<file path="src/inc/itd_regs.svh">
`ifndef ITD_REGS_SVH
`define ITD_REGS_SVH
// special-function addresses, reset values and decode constants
`define SFR_POINTER_LOW_BYTE 8'h82
`define SFR_POINTER_HIGH_BYTE 8'h83
`define POINTER_LOW_BYTE_RESET 8'h00
`define POINTER_HIGH_BYTE_RESET 8'h00
`define DIRECT_SFR_BIT 7
`define SPARE_OPCODE 8'ha5
`define NOP_OPCODE 8'h00
`define BANK_SELECT_LSB 3
`endif

</file>
<file path="src/inc/itd_pkg.sv">
package itd_pkg;
    typedef enum logic [1:0] {
        ST_IDLE = 2'b00,
        ST_WAIT = 2'b01
    } dec_state_t;
    typedef enum logic [2:0] {
        OP_NONE = 3'b000,
        OP_REL = 3'b001,
        OP_PAGE = 3'b010,
        OP_LONG = 3'b011,
        OP_DIRECT = 3'b100
    } target_kind_t;
endpackage

</file>
<file path="src/rtl/instruction_timing_decoder.sv">
`timescale 1ns/1ps
`include "itd_regs.svh"

module instruction_timing_decoder #(
    parameter int MAX_EXTRA = 2
) (
    input wire logic core_clk,
    input wire logic rst,
    input wire logic clk_en,
    input wire logic decode_valid,
    input wire logic [7:0] opcode,
    input wire logic [7:0] operand1,
    input wire logic [7:0] operand2,
    input wire logic [15:0] instr_addr,
    input wire logic branch_taken,
    input wire logic [1:0] flash_read_timing,
    input wire logic [1:0] bank_select,
    input wire logic sfr_write,
    input wire logic sfr_read,
    input wire logic [7:0] sfr_addr,
    input wire logic [7:0] sfr_wdata,
    output logic [7:0] sfr_rdata,
    output logic [1:0] instr_bytes,
    output logic [3:0] instr_cycles,
    output logic decode_done,
    output logic busy,
    output logic [15:0] branch_target,
    output logic target_valid,
    output logic [7:0] bank_reg_addr,
    output logic [7:0] indirect_reg_addr,
    output logic direct_is_sfr,
    output logic [15:0] data_pointer,
    output logic nop_like
);

    initial begin
        if (MAX_EXTRA < 0 || MAX_EXTRA > 2) begin
            $error("MAX_EXTRA must be 0..2");
        end
    end

    // ------------------------------------------------------------
    // decode functions
    // ------------------------------------------------------------
    function automatic logic [1:0] length_of(input logic [7:0] op);
        logic [1:0] len;
        len = 2'd1;
        if (op == 8'h02 || op == 8'h12 || op == 8'h90) begin
            len = 2'd3;
        end else if (op[4:0] == 5'h01 || op[4:0] == 5'h11) begin
            len = 2'd2;
        end else if (op == 8'h85 || op == 8'h75 || op[3:0] == 4'h3 &&
                     op[7:4] >= 4'h4 && op[7:4] <= 4'h6 ||
                     op == 8'h10 || op == 8'h20 || op == 8'h30 ||
                     op == 8'hd5 || op[7:4] == 4'hb && op[3:0] >= 4'h4) begin
            len = 2'd3;
        end else if (op == 8'h40 || op == 8'h50 || op == 8'h60 ||
                     op == 8'h70 || op == 8'h80 || op[7:3] == 5'b11011 ||
                     op == 8'hc0 || op == 8'hd0 || op == 8'h05 ||
                     op == 8'h15 || op[3:0] == 4'h2 && op[7:4] >= 4'h4 &&
                     op[7:4] <= 4'hd || op[3:0] == 4'h4 &&
                     op[7:4] >= 4'h4 && op[7:4] <= 4'h7 ||
                     op[3:0] == 4'h5 && op[7:4] >= 4'h4 ||
                     op[3:0] == 4'h6 && op[7:4] == 4'h7 ||
                     op[3:0] == 4'h7 && op[7:4] == 4'h7 ||
                     op[7:3] == 5'b01111 || op[7:3] == 5'b10101 ||
                     op[7:1] == 7'b1010011 || op[7:1] == 7'b1000011 ||
                     op[7:3] == 5'b10001 || op[7:1] == 7'b1000011 ||
                     op == 8'ha0 || op == 8'hb0 || op == 8'hb2) begin
            len = 2'd2;
        end
        if (op == `SPARE_OPCODE || op == 8'he5 && 1'b0) begin
            len = 2'd1;
        end
        if (op == 8'he5 || op == 8'hf5 || op == 8'hc5) begin
            len = 2'd2;
        end
        return len;
    endfunction

    // base cycles; ranged ones add alignment and read-timing extra
    function automatic logic [3:0] base_cycles(input logic [7:0] op,
                                               input logic taken);
        logic [3:0] c;
        c = {2'b00, length_of(op)};
        if (op == `SPARE_OPCODE || op == `NOP_OPCODE) begin
            c = 4'd1;
        end else if (op == 8'hf4) begin
            c = 4'd2;
        end else if (op[7:1] == 7'b1110011 || op[7:1] == 7'b1111011 ||
                     op[7:1] == 7'b1100011 || op[7:1] == 7'b1101011 ||
                     op[7:1] == 7'b1000011 && op[0] == 1'b0 && 1'b0) begin
            c = 4'd2;
        end else if (op == 8'h93) begin
            c = 4'd4;
        end else if (op == 8'h83 || op[7:1] == 7'b1110001 ||
                     op[7:1] == 7'b1111001 || op == 8'he0 || op == 8'hf0) begin
            c = 4'd3;
        end else if (op[4:0] == 5'h01 || op[4:0] == 5'h11 || op == 8'h80) begin
            c = 4'd4;
        end else if (op == 8'h02 || op == 8'h12) begin
            c = 4'd5;
        end else if (op == 8'h22 || op == 8'h32) begin
            c = 4'd6;
        end else if (op == 8'h73) begin
            c = 4'd3;
        end else if (op == 8'h40 || op == 8'h50 || op == 8'h60 ||
                     op == 8'h70 || op[7:3] == 5'b11011) begin
            c = taken ? 4'd4 : 4'd2;
        end else if (op == 8'h10 || op == 8'h20 || op == 8'h30 ||
                     op == 8'hd5 || op[7:3] == 5'b10111) begin
            c = taken ? 4'd5 : 4'd3;
        end else if (op == 8'hb5 || op[7:1] == 7'b1011011) begin
            c = taken ? 4'd6 : 4'd4;
        end else if (op == 8'hb4) begin
            c = taken ? 4'd6 : 4'd3;
        end
        return c;
    endfunction

    function automatic logic is_ranged(input logic [7:0] op,
                                       input logic taken);
        logic r;
        r = op == 8'h93 || op[4:0] == 5'h01 || op[4:0] == 5'h11 ||
            op == 8'h80 || op == 8'h02 || op == 8'h12 || op == 8'h22 ||
            op == 8'h32 || op == 8'h73;
        r = r || taken && (op == 8'h40 || op == 8'h50 || op == 8'h60 ||
            op == 8'h70 || op[7:3] == 5'b11011 || op == 8'h10 ||
            op == 8'h20 || op == 8'h30 || op == 8'hd5 || op[7:4] == 4'hb &&
            op[3:0] >= 4'h4);
        return r;
    endfunction

    // ------------------------------------------------------------
    // decode and timing
    // ------------------------------------------------------------
    itd_pkg::dec_state_t state, next_state;
    logic [3:0] count, next_count;
    logic [1:0] next_bytes;
    logic [3:0] next_cycles;
    logic [15:0] next_target;
    logic next_target_valid;
    logic [7:0] next_bank_addr, next_ind_addr;
    logic next_is_sfr, next_nop;
    logic [15:0] next_addr;
    logic [1:0] extra;
    logic taken_op;
    itd_pkg::target_kind_t kind;

    always_comb begin
        next_state = state;
        next_count = count;
        next_bytes = instr_bytes;
        next_cycles = instr_cycles;
        next_target = branch_target;
        next_target_valid = 1'b0;
        next_bank_addr = bank_reg_addr;
        next_ind_addr = indirect_reg_addr;
        next_is_sfr = direct_is_sfr;
        next_nop = nop_like;
        next_addr = 16'h0000;
        extra = 2'd0;
        taken_op = 1'b0;
        kind = itd_pkg::OP_NONE;
        case (state)
            itd_pkg::ST_IDLE: begin
                if (decode_valid) begin
                    taken_op = branch_taken;
                    next_bytes = length_of(opcode);
                    next_addr = instr_addr + {14'h0000, length_of(opcode)};
                    // fixed function: misalignment adds one, slow reads add
                    // more; same placement, read timing and branch outcome always give same timing
                    if (is_ranged(opcode, taken_op)) begin
                        extra = 2'(instr_addr[0]) + (flash_read_timing != 2'd0
                                ? 2'd1 : 2'd0);
                        if (extra > 2'(MAX_EXTRA)) begin
                            extra = 2'(MAX_EXTRA);
                        end
                    end
                    next_cycles = base_cycles(opcode, taken_op)
                                  + {2'b00, extra};
                    if (opcode == 8'h93) begin
                        next_cycles = base_cycles(opcode, taken_op)
                            + {2'b00, extra}
                            + {3'b000, flash_read_timing[1]};
                    end
                    next_nop = opcode == `SPARE_OPCODE ||
                               opcode == `NOP_OPCODE;
                    next_bank_addr = {3'b000, bank_select, opcode[2:0]};
                    next_ind_addr = {3'b000, bank_select, 2'b00,
                                     opcode[0]};
                    next_is_sfr = operand1[`DIRECT_SFR_BIT];
                    if (opcode[4:0] == 5'h01 || opcode[4:0] == 5'h11) begin
                        kind = itd_pkg::OP_PAGE;
                    end else if (opcode == 8'h02 || opcode == 8'h12) begin
                        kind = itd_pkg::OP_LONG;
                    end else if (length_of(opcode) == 2'd2 &&
                                 (opcode == 8'h80 || opcode == 8'h40 ||
                                  opcode == 8'h50 || opcode == 8'h60 ||
                                  opcode == 8'h70 ||
                                  opcode[7:3] == 5'b11011)) begin
                        kind = itd_pkg::OP_REL;
                    end else if (length_of(opcode) == 2'd3 &&
                                 opcode != 8'h90 && opcode != 8'h85 &&
                                 opcode != 8'h75 && opcode[3:0] != 4'h3) begin
                        kind = itd_pkg::OP_DIRECT;
                    end
                    case (kind)
                        itd_pkg::OP_REL: begin
                            next_target = next_addr
                                + {{8{operand1[7]}}, operand1};
                            next_target_valid = 1'b1;
                        end
                        itd_pkg::OP_DIRECT: begin
                            next_target = next_addr
                                + {{8{operand2[7]}}, operand2};
                            next_target_valid = 1'b1;
                        end
                        itd_pkg::OP_PAGE: begin
                            next_target = {next_addr[15:11], opcode[7:5],
                                           operand1};
                            next_target_valid = 1'b1;
                        end
                        itd_pkg::OP_LONG: begin
                            next_target = {operand1, operand2};
                            next_target_valid = 1'b1;
                        end
                        default: begin
                            next_target = branch_target;
                        end
                    endcase
                    next_count = next_cycles - 4'd1;
                    if (next_cycles > 4'd1) begin
                        next_state = itd_pkg::ST_WAIT;
                    end
                end
            end
            itd_pkg::ST_WAIT: begin
                next_count = count - 4'd1;
                if (count == 4'd1) begin
                    next_state = itd_pkg::ST_IDLE;
                end
            end
            default: begin
                next_state = itd_pkg::ST_IDLE;
            end
        endcase
    end

    always_ff @(posedge core_clk) begin
        if (rst) begin
            state <= itd_pkg::ST_IDLE;
            count <= 4'd0;
            instr_bytes <= 2'd0;
            instr_cycles <= 4'd0;
            branch_target <= 16'h0000;
            target_valid <= 1'b0;
            bank_reg_addr <= 8'h00;
            indirect_reg_addr <= 8'h00;
            direct_is_sfr <= 1'b0;
            nop_like <= 1'b0;
            decode_done <= 1'b0;
            busy <= 1'b0;
        end else if (clk_en) begin
            state <= next_state;
            count <= next_count;
            instr_bytes <= next_bytes;
            instr_cycles <= next_cycles;
            branch_target <= next_target;
            target_valid <= next_target_valid;
            bank_reg_addr <= next_bank_addr;
            indirect_reg_addr <= next_ind_addr;
            direct_is_sfr <= next_is_sfr;
            nop_like <= next_nop;
            decode_done <= state == itd_pkg::ST_IDLE && decode_valid;
            busy <= next_state == itd_pkg::ST_WAIT;
        end
    end

    // ------------------------------------------------------------
    // data pointer registers
    // ------------------------------------------------------------
    logic [7:0] pointer_low_byte, pointer_high_byte;
    logic [7:0] next_low, next_high, next_rdata;

    always_comb begin
        next_low = pointer_low_byte;
        next_high = pointer_high_byte;
        next_rdata = 8'h00;
        if (sfr_write && sfr_addr == `SFR_POINTER_LOW_BYTE) begin
            next_low = sfr_wdata;
        end else if (sfr_write && sfr_addr == `SFR_POINTER_HIGH_BYTE) begin
            next_high = sfr_wdata;
        end
        if (sfr_read && sfr_addr == `SFR_POINTER_LOW_BYTE) begin
            next_rdata = pointer_low_byte;
        end else if (sfr_read && sfr_addr == `SFR_POINTER_HIGH_BYTE) begin
            next_rdata = pointer_high_byte;
        end
    end

    always_ff @(posedge core_clk) begin
        if (rst) begin
            pointer_low_byte <= `POINTER_LOW_BYTE_RESET;
            pointer_high_byte <= `POINTER_HIGH_BYTE_RESET;
            sfr_rdata <= 8'h00;
            data_pointer <= 16'h0000;
        end else if (clk_en) begin
            pointer_low_byte <= next_low;
            pointer_high_byte <= next_high;
            sfr_rdata <= next_rdata;
            data_pointer <= {next_high, next_low};
        end
    end

endmodule // instruction_timing_decoder

</file>
<file path="config.mk">
export PLATFORM = sky130hd
export DESIGN_NAME = instruction_timing_decoder
export DESIGN_NICKNAME = d
export VERILOG_FILES = /design/src/inc/itd_pkg.sv /design/src/rtl/instruction_timing_decoder.sv
export VERILOG_INCLUDE_DIRS = /design/src /design/src/inc
export SDC_FILE = /design/constraint.sdc
export NUM_CORES = 1
export LEC_CHECK = 0
export BUFFER_PORTS_ARGS = -buffer_cell sky130_fd_sc_hd__buf_2
export CAP_MARGIN = 20
export CORE_MARGIN = 2
export CORE_UTILIZATION = 40
export CTS_CLUSTER_DIAMETER = 100
export DETAILED_ROUTE_END_ITERATION = 10
export MAX_ROUTING_LAYER = met4
export PLACE_DENSITY = 0.66
export SLEW_MARGIN = 15
export SYNTH_ARGS = -nofsm -noshare
export SYNTH_HDL_FRONTEND = slang
export SYNTH_SLANG_ARGS = --single-unit
</file>
<file path="constraint.sdc">
create_clock -name core_clk -period 5.5 [get_ports core_clk]
set_input_delay 1.1 -clock core_clk [delete_from_list [all_inputs] [get_ports core_clk]]
set_output_delay 1.1 -clock core_clk [all_outputs]
set_load 0.03 [all_outputs]
</file>
# After elaboration in Yosys (flattened, before gate mapping)
# Index checks and enable logic that the tools add are counted.
# word_totals
elab_cells	281
input_bits	67
reg_bits	81
# classes
reduce_logical	100
n_mux	74
add_sub_neg	9
magnitude_cmp	7
n_eq_ne	75
# ops
cell	n
$eq 8x8->1 const B	22
$mux 3	25
$logic_or 1x1->1	70
$pmux 16 s4	1
$eq 7x7->1 const B	9
$mux 2	28
$eq 8x7->1 const B	6
$mux 8	5
$mux 4	9
$add 16x16->16	2
$eq 8x6->1 const B	4
$eq 5x5->1 const B	5
$eq 8x5->1 const B	3
$logic_and 1x1->1	21
$eq 4x3->1 const B	5
$add 16x2->16	1
$ne 8x8->1 const B	2
$add 4x2->4	2
$eq 4x2->1 const B	2
$eq 8x2->1 const B	1
$eq 8x3->1 const B	1
$ge 4x3->1 const B	2
$le 4x3->1 const B	2
$logic_not 8->1	1
other kinds (27)	36

# Longest topological paths before layout
# depth
depth_word	56
ltp_mapped	24

# Worst setup path before layout
# Ideal clock, no wire load.
# synth_path
path_kind	input-to-reg
from	in opcode[6]
to	reg branch_target[14]
t_arrival_ns	5.276
cell_stages	21
path_slack_ns	0.133
cell_sequence	buf_2 clkbuf_1 nand2_1 nand4_1 a21oi_1 a2111oi_0 o31ai_1 inv_1 ha_1 inv_1 fa_1 inv_1 fa_1 a211o_1 a2111oi_0 o31a_1 a211oi_1 o21a_1 o21ai_0 nand3b_1 a311oi_1
# synth_via
elab_chain_cells	48
elab_cells_between_ends	132
# synth_lines
element	line_no	source
from (decl)	instruction_timing_decoder.sv:11	input wire logic [7:0] opcode,
parallel branches: the longest is 48 deep, another holds $eq 8x7->1	--	
to (signal assigned)	instruction_timing_decoder.sv:269	branch_target <= next_target;
to (decl)	instruction_timing_decoder.sv:27	output logic [15:0] branch_target,
# Parallel ways; which one is timed is not known. The select of a mux whose other input is x is not followed.
# A chain may end at the register's enable or synchronous reset.

# Worst setup path after layout
# layout_path
from	in opcode[7]
to	reg branch_target[15]
# The elaborated chain is that of the path after synthesis.

==> key figures <==
Synth
  • Top cells by count, synth: nor2_1 (83), dfxtp_1 (62), nand2_1 (47)
  • Synth top area cells: dfxtp_1 (26%), ha_1 (6.6%), nor2_1 (6.6%), mux2i_1 (4.2%), mux2_2 (3.8%)
  • Adder-cell share of the synthesized area: 0.0873
  • Synth Register Bits: 62
  • Synth Area in XOR/XNOR: 0.0556
  • Synth area leader: dfxtp_1
  • Syn Inst Count: 588
  • Top-count cell post-synth: nor2_1
  • Post-Synth Simple-Gate Area: 0.228
  • Synth Cell Area: 0.00473 mm2
  • Post-synth top area share: 0.263
  • Dominant synthesized flop cell: dfxtp_1
  • Synthesis warning total: 0
  • Unique masters post-synth: 63
  • Mean post-synth cell area: 8.04 um2
  • Main combinational cell family by area after synthesis: simple AND/OR/NAND/NOR gates
  • Async set-reset flop share out of synthesis: 0
  • Multiplexer share of the synthesized area: 0.0804
  • Post-synthesis compound-gate area fraction: 0.222
  • Sequential share of the synthesized area: 0.263
  • Post-synth EDFFs: 0

GRT
  • M2 GR Usage: 0.382
  • Pin count of the biggest net entering global routing: 56
  • Most used routing layer: met2
  • Gr usage total: 0.239
  • GRT met1 Usage: 0.313
  • Grt ovf: 0
  • First-pass GRT wire length: 24100 um
  • Vias in the first global route: 4890
  • Antenna violations before repair: 0
  • GR Util met3: 0.0412

Detailed routing
  • Via count: 5096
  • Routed vias/inst: 5.59
  • Starting DRT DRC Count: 357
  • Remaining antenna violation count: 0
  • Residual DRC: 0
  • Drt first pass iters: 6
  • Drt wl/cell: 16.6 um
  • Total wire length: 15200 um

Power and ir drop
  • Overall Power: 1.59 mW
  • Pleak: 2.98 nW
  • Pwr Density: 253 mW/mm2
  • Worst vdd ir: 0.161 mV

Cells and area
  • Layout area overhead: 33.1%
  • Final Instance Area: 0.00629 mm2
  • Share of cells above drive strength 1: 0.341
  • Non-Filler Instances: 911
  • Nets: 860
  • Ant diodes: 0

Die
  • I/O Pins: 134
  • Die height: 113 um
  • Width of the die: 113 um
  • Starting Density: 0.412
  • Floorplan core area: 0.0115 mm2
  • Rows: 39
  • Die ar.: 0.0127 mm2

Worst setup path
  • Slowest stage delay, CP: 0.41 ns
  • Crit path top cell by count: buf_4
  • Crit path DAT: 5.45 ns
  • WP data required: 5.74 ns
  • Worst path slowest cell: fa_1
  • Kind of critical path: input port to register
  • CP Max Fanout: 9
  • CP Launch Type: input port
  • Crit. End Element: register

Timing
  • Final Hold Fails: 0
  • Max-slew headroom: 0.333
  • Worst slew pin tran: 1.00 ns
  • Worst hold slack: 0.457 ns
  • Setup ws final: 0.284 ns
  • Crit share post-route: 0.948
  • F_max: 192 MHz
  • Clk_skew: 0.00851 ns
  • Min Tclk post-route: 5.22 ns
  • Max-slew violation count: 0
  • Setup Viol. Count Final: 0

Place
  • Setup WS pre-CTS: -0.224 ns
  • Placed standard-cell area: 0.00591 mm2
  • Detailed placer's ending HPWL: 11800 um
  • Gpl congestion: 1.00
  • Number of port buffers: 125
  • DP Cell Count: 895

Clock network
  • CTS Buf Count: 9
  • Post-CTS Setup Inserts: 0
  • Hold_buf cts: 0
  • Clock Tree Root: clkbuf_16
  • Clk buf depth: 2
  • CTS tree: built
  • CTS resizes: 0
  • Worst-skew pair later-pin latency: 0.33 ns
  • Clock Sinks: 62
  • Clk pin slew, worst setup/hold paths: 0.06 ns
  • H-tree levels: 3

Min path
  • Hold Path Class: register to register

Outcome
  • Status: finished, final reports clean

Flow run
  • Max cap viols: 0
through the flow:
step,TNS (ns),utilization
3_3_place_gp,-0.296,0.515
2_1_floorplan,0,-
4_1_cts,0,0.544
3_5_place_dp,-0.429,0.515
6_report,0,0.549
5_1_grt,-0.00256,0.549
final cells by class:
type,count,area (um2)
clock buffers,9,225
clock inverters,7,103
fillers,1060,5170
inverters,17,63.8
multi-input cells,471,3280
flip-flops and latches,62,1240
well taps,143,179
repair buffers,202,1200
cell usage in the layout, fill, tap and decap left out, types with 4 or more instances in the layout:
| cell type | instances |
|---|---|
| a211oi_1 | 18 |
| a21o_1 | 5 |
| a21oi_1 | 27 |
| a221oi_1 | 6 |
| a22oi_1 | 19 |
| a311oi_1 | 4 |
| a31oi_1 | 8 |
| and2_1 | 7 |
| and3_1 | 5 |
| buf_2 | 125 |
| buf_4 | 77 |
| clkbuf_16 | 9 |
| conb_1 | 8 |
| dfxtp_1 | 62 |
| fa_1 | 5 |
| ha_1 | 25 |
| inv_1 | 17 |
| mux2_2 | 16 |
| mux2i_1 | 20 |
| nand2_1 | 47 |
| nand2b_1 | 5 |
| nand3_1 | 14 |
| nand3b_1 | 6 |
| nor2_1 | 79 |
| nor2_2 | 4 |
| nor2b_1 | 9 |
| nor3_1 | 13 |
| nor3b_1 | 6 |
| nor4_1 | 4 |
| o21a_1 | 5 |
| o21ai_0 | 21 |
| xnor2_1 | 18 |
| xor2_1 | 11 |
routing by layer:
| metal | vias up | part of all wire |
|---|---|---|
| li1 | 2476 | - |
| met1 | 2405 | 0.45 |
| met2 | 192 | 0.46 |
| met3 | 23 | 0.067 |
| met4 | 0 | 0.018 |
| met5 | - | 0 |
where the power goes:
group	switching, mW	total, mW	internal [mW]
sequential	0.0122	0.478	0.466
clock	0.221	0.623	0.402
combinational	0.277	0.490	0.213
total	0.510	1.59	1.08
critical path: cells and delay by family:
kind            cells  cell delay [ns]
buf+inv             6             0.77
xor+xnor            2             0.28
fa+ha+maj           3             0.90
compound gates      7             1.07
simple gates        8             1.31
kinds of logic after synthesis:
family / Yosys count
muxes: 36
DFF: 62
adders and majority gates: 30
buffers and inverters: 62
xor gates and xnor gates: 30
AOI/OAI and AO/OA: 150
and+or+nand+nor: 217
other: 1
worst paths after layout:
| check | slack (ns) | depth (start not counted) | end | from |
|---|---|---|---|---|
| worst max-delay path | 0.28 | 26 | branch_target[15]$_SDFFE_PP0P_ | opcode[7] |
| worst min-delay path | 0.46 | 2 | direct_is_sfr$_SDFFE_PP0P_ | direct_is_sfr$_SDFFE_PP0P_ |
| worst max register to register | 3.16 | 6 | branch_target[0]$_SDFFE_PP0P_ | state[1]$_SDFFE_PP0P_ |
| worst min register to register | 0.46 | 2 | direct_is_sfr$_SDFFE_PP0P_ | direct_is_sfr$_SDFFE_PP0P_ |
sequential cells by signal (all words and copies together), names as in the netlist, 2 cells and up:
signal / cells
bank_reg_addr: 5
branch_target: 16
count: 4
instr_bytes: 2
instr_cycles: 4
pointer_high_byte: 8
pointer_low_byte: 7
sfr_rdata: 8
state: 2
Note: power is estimated with default switching activity, not from simulation.
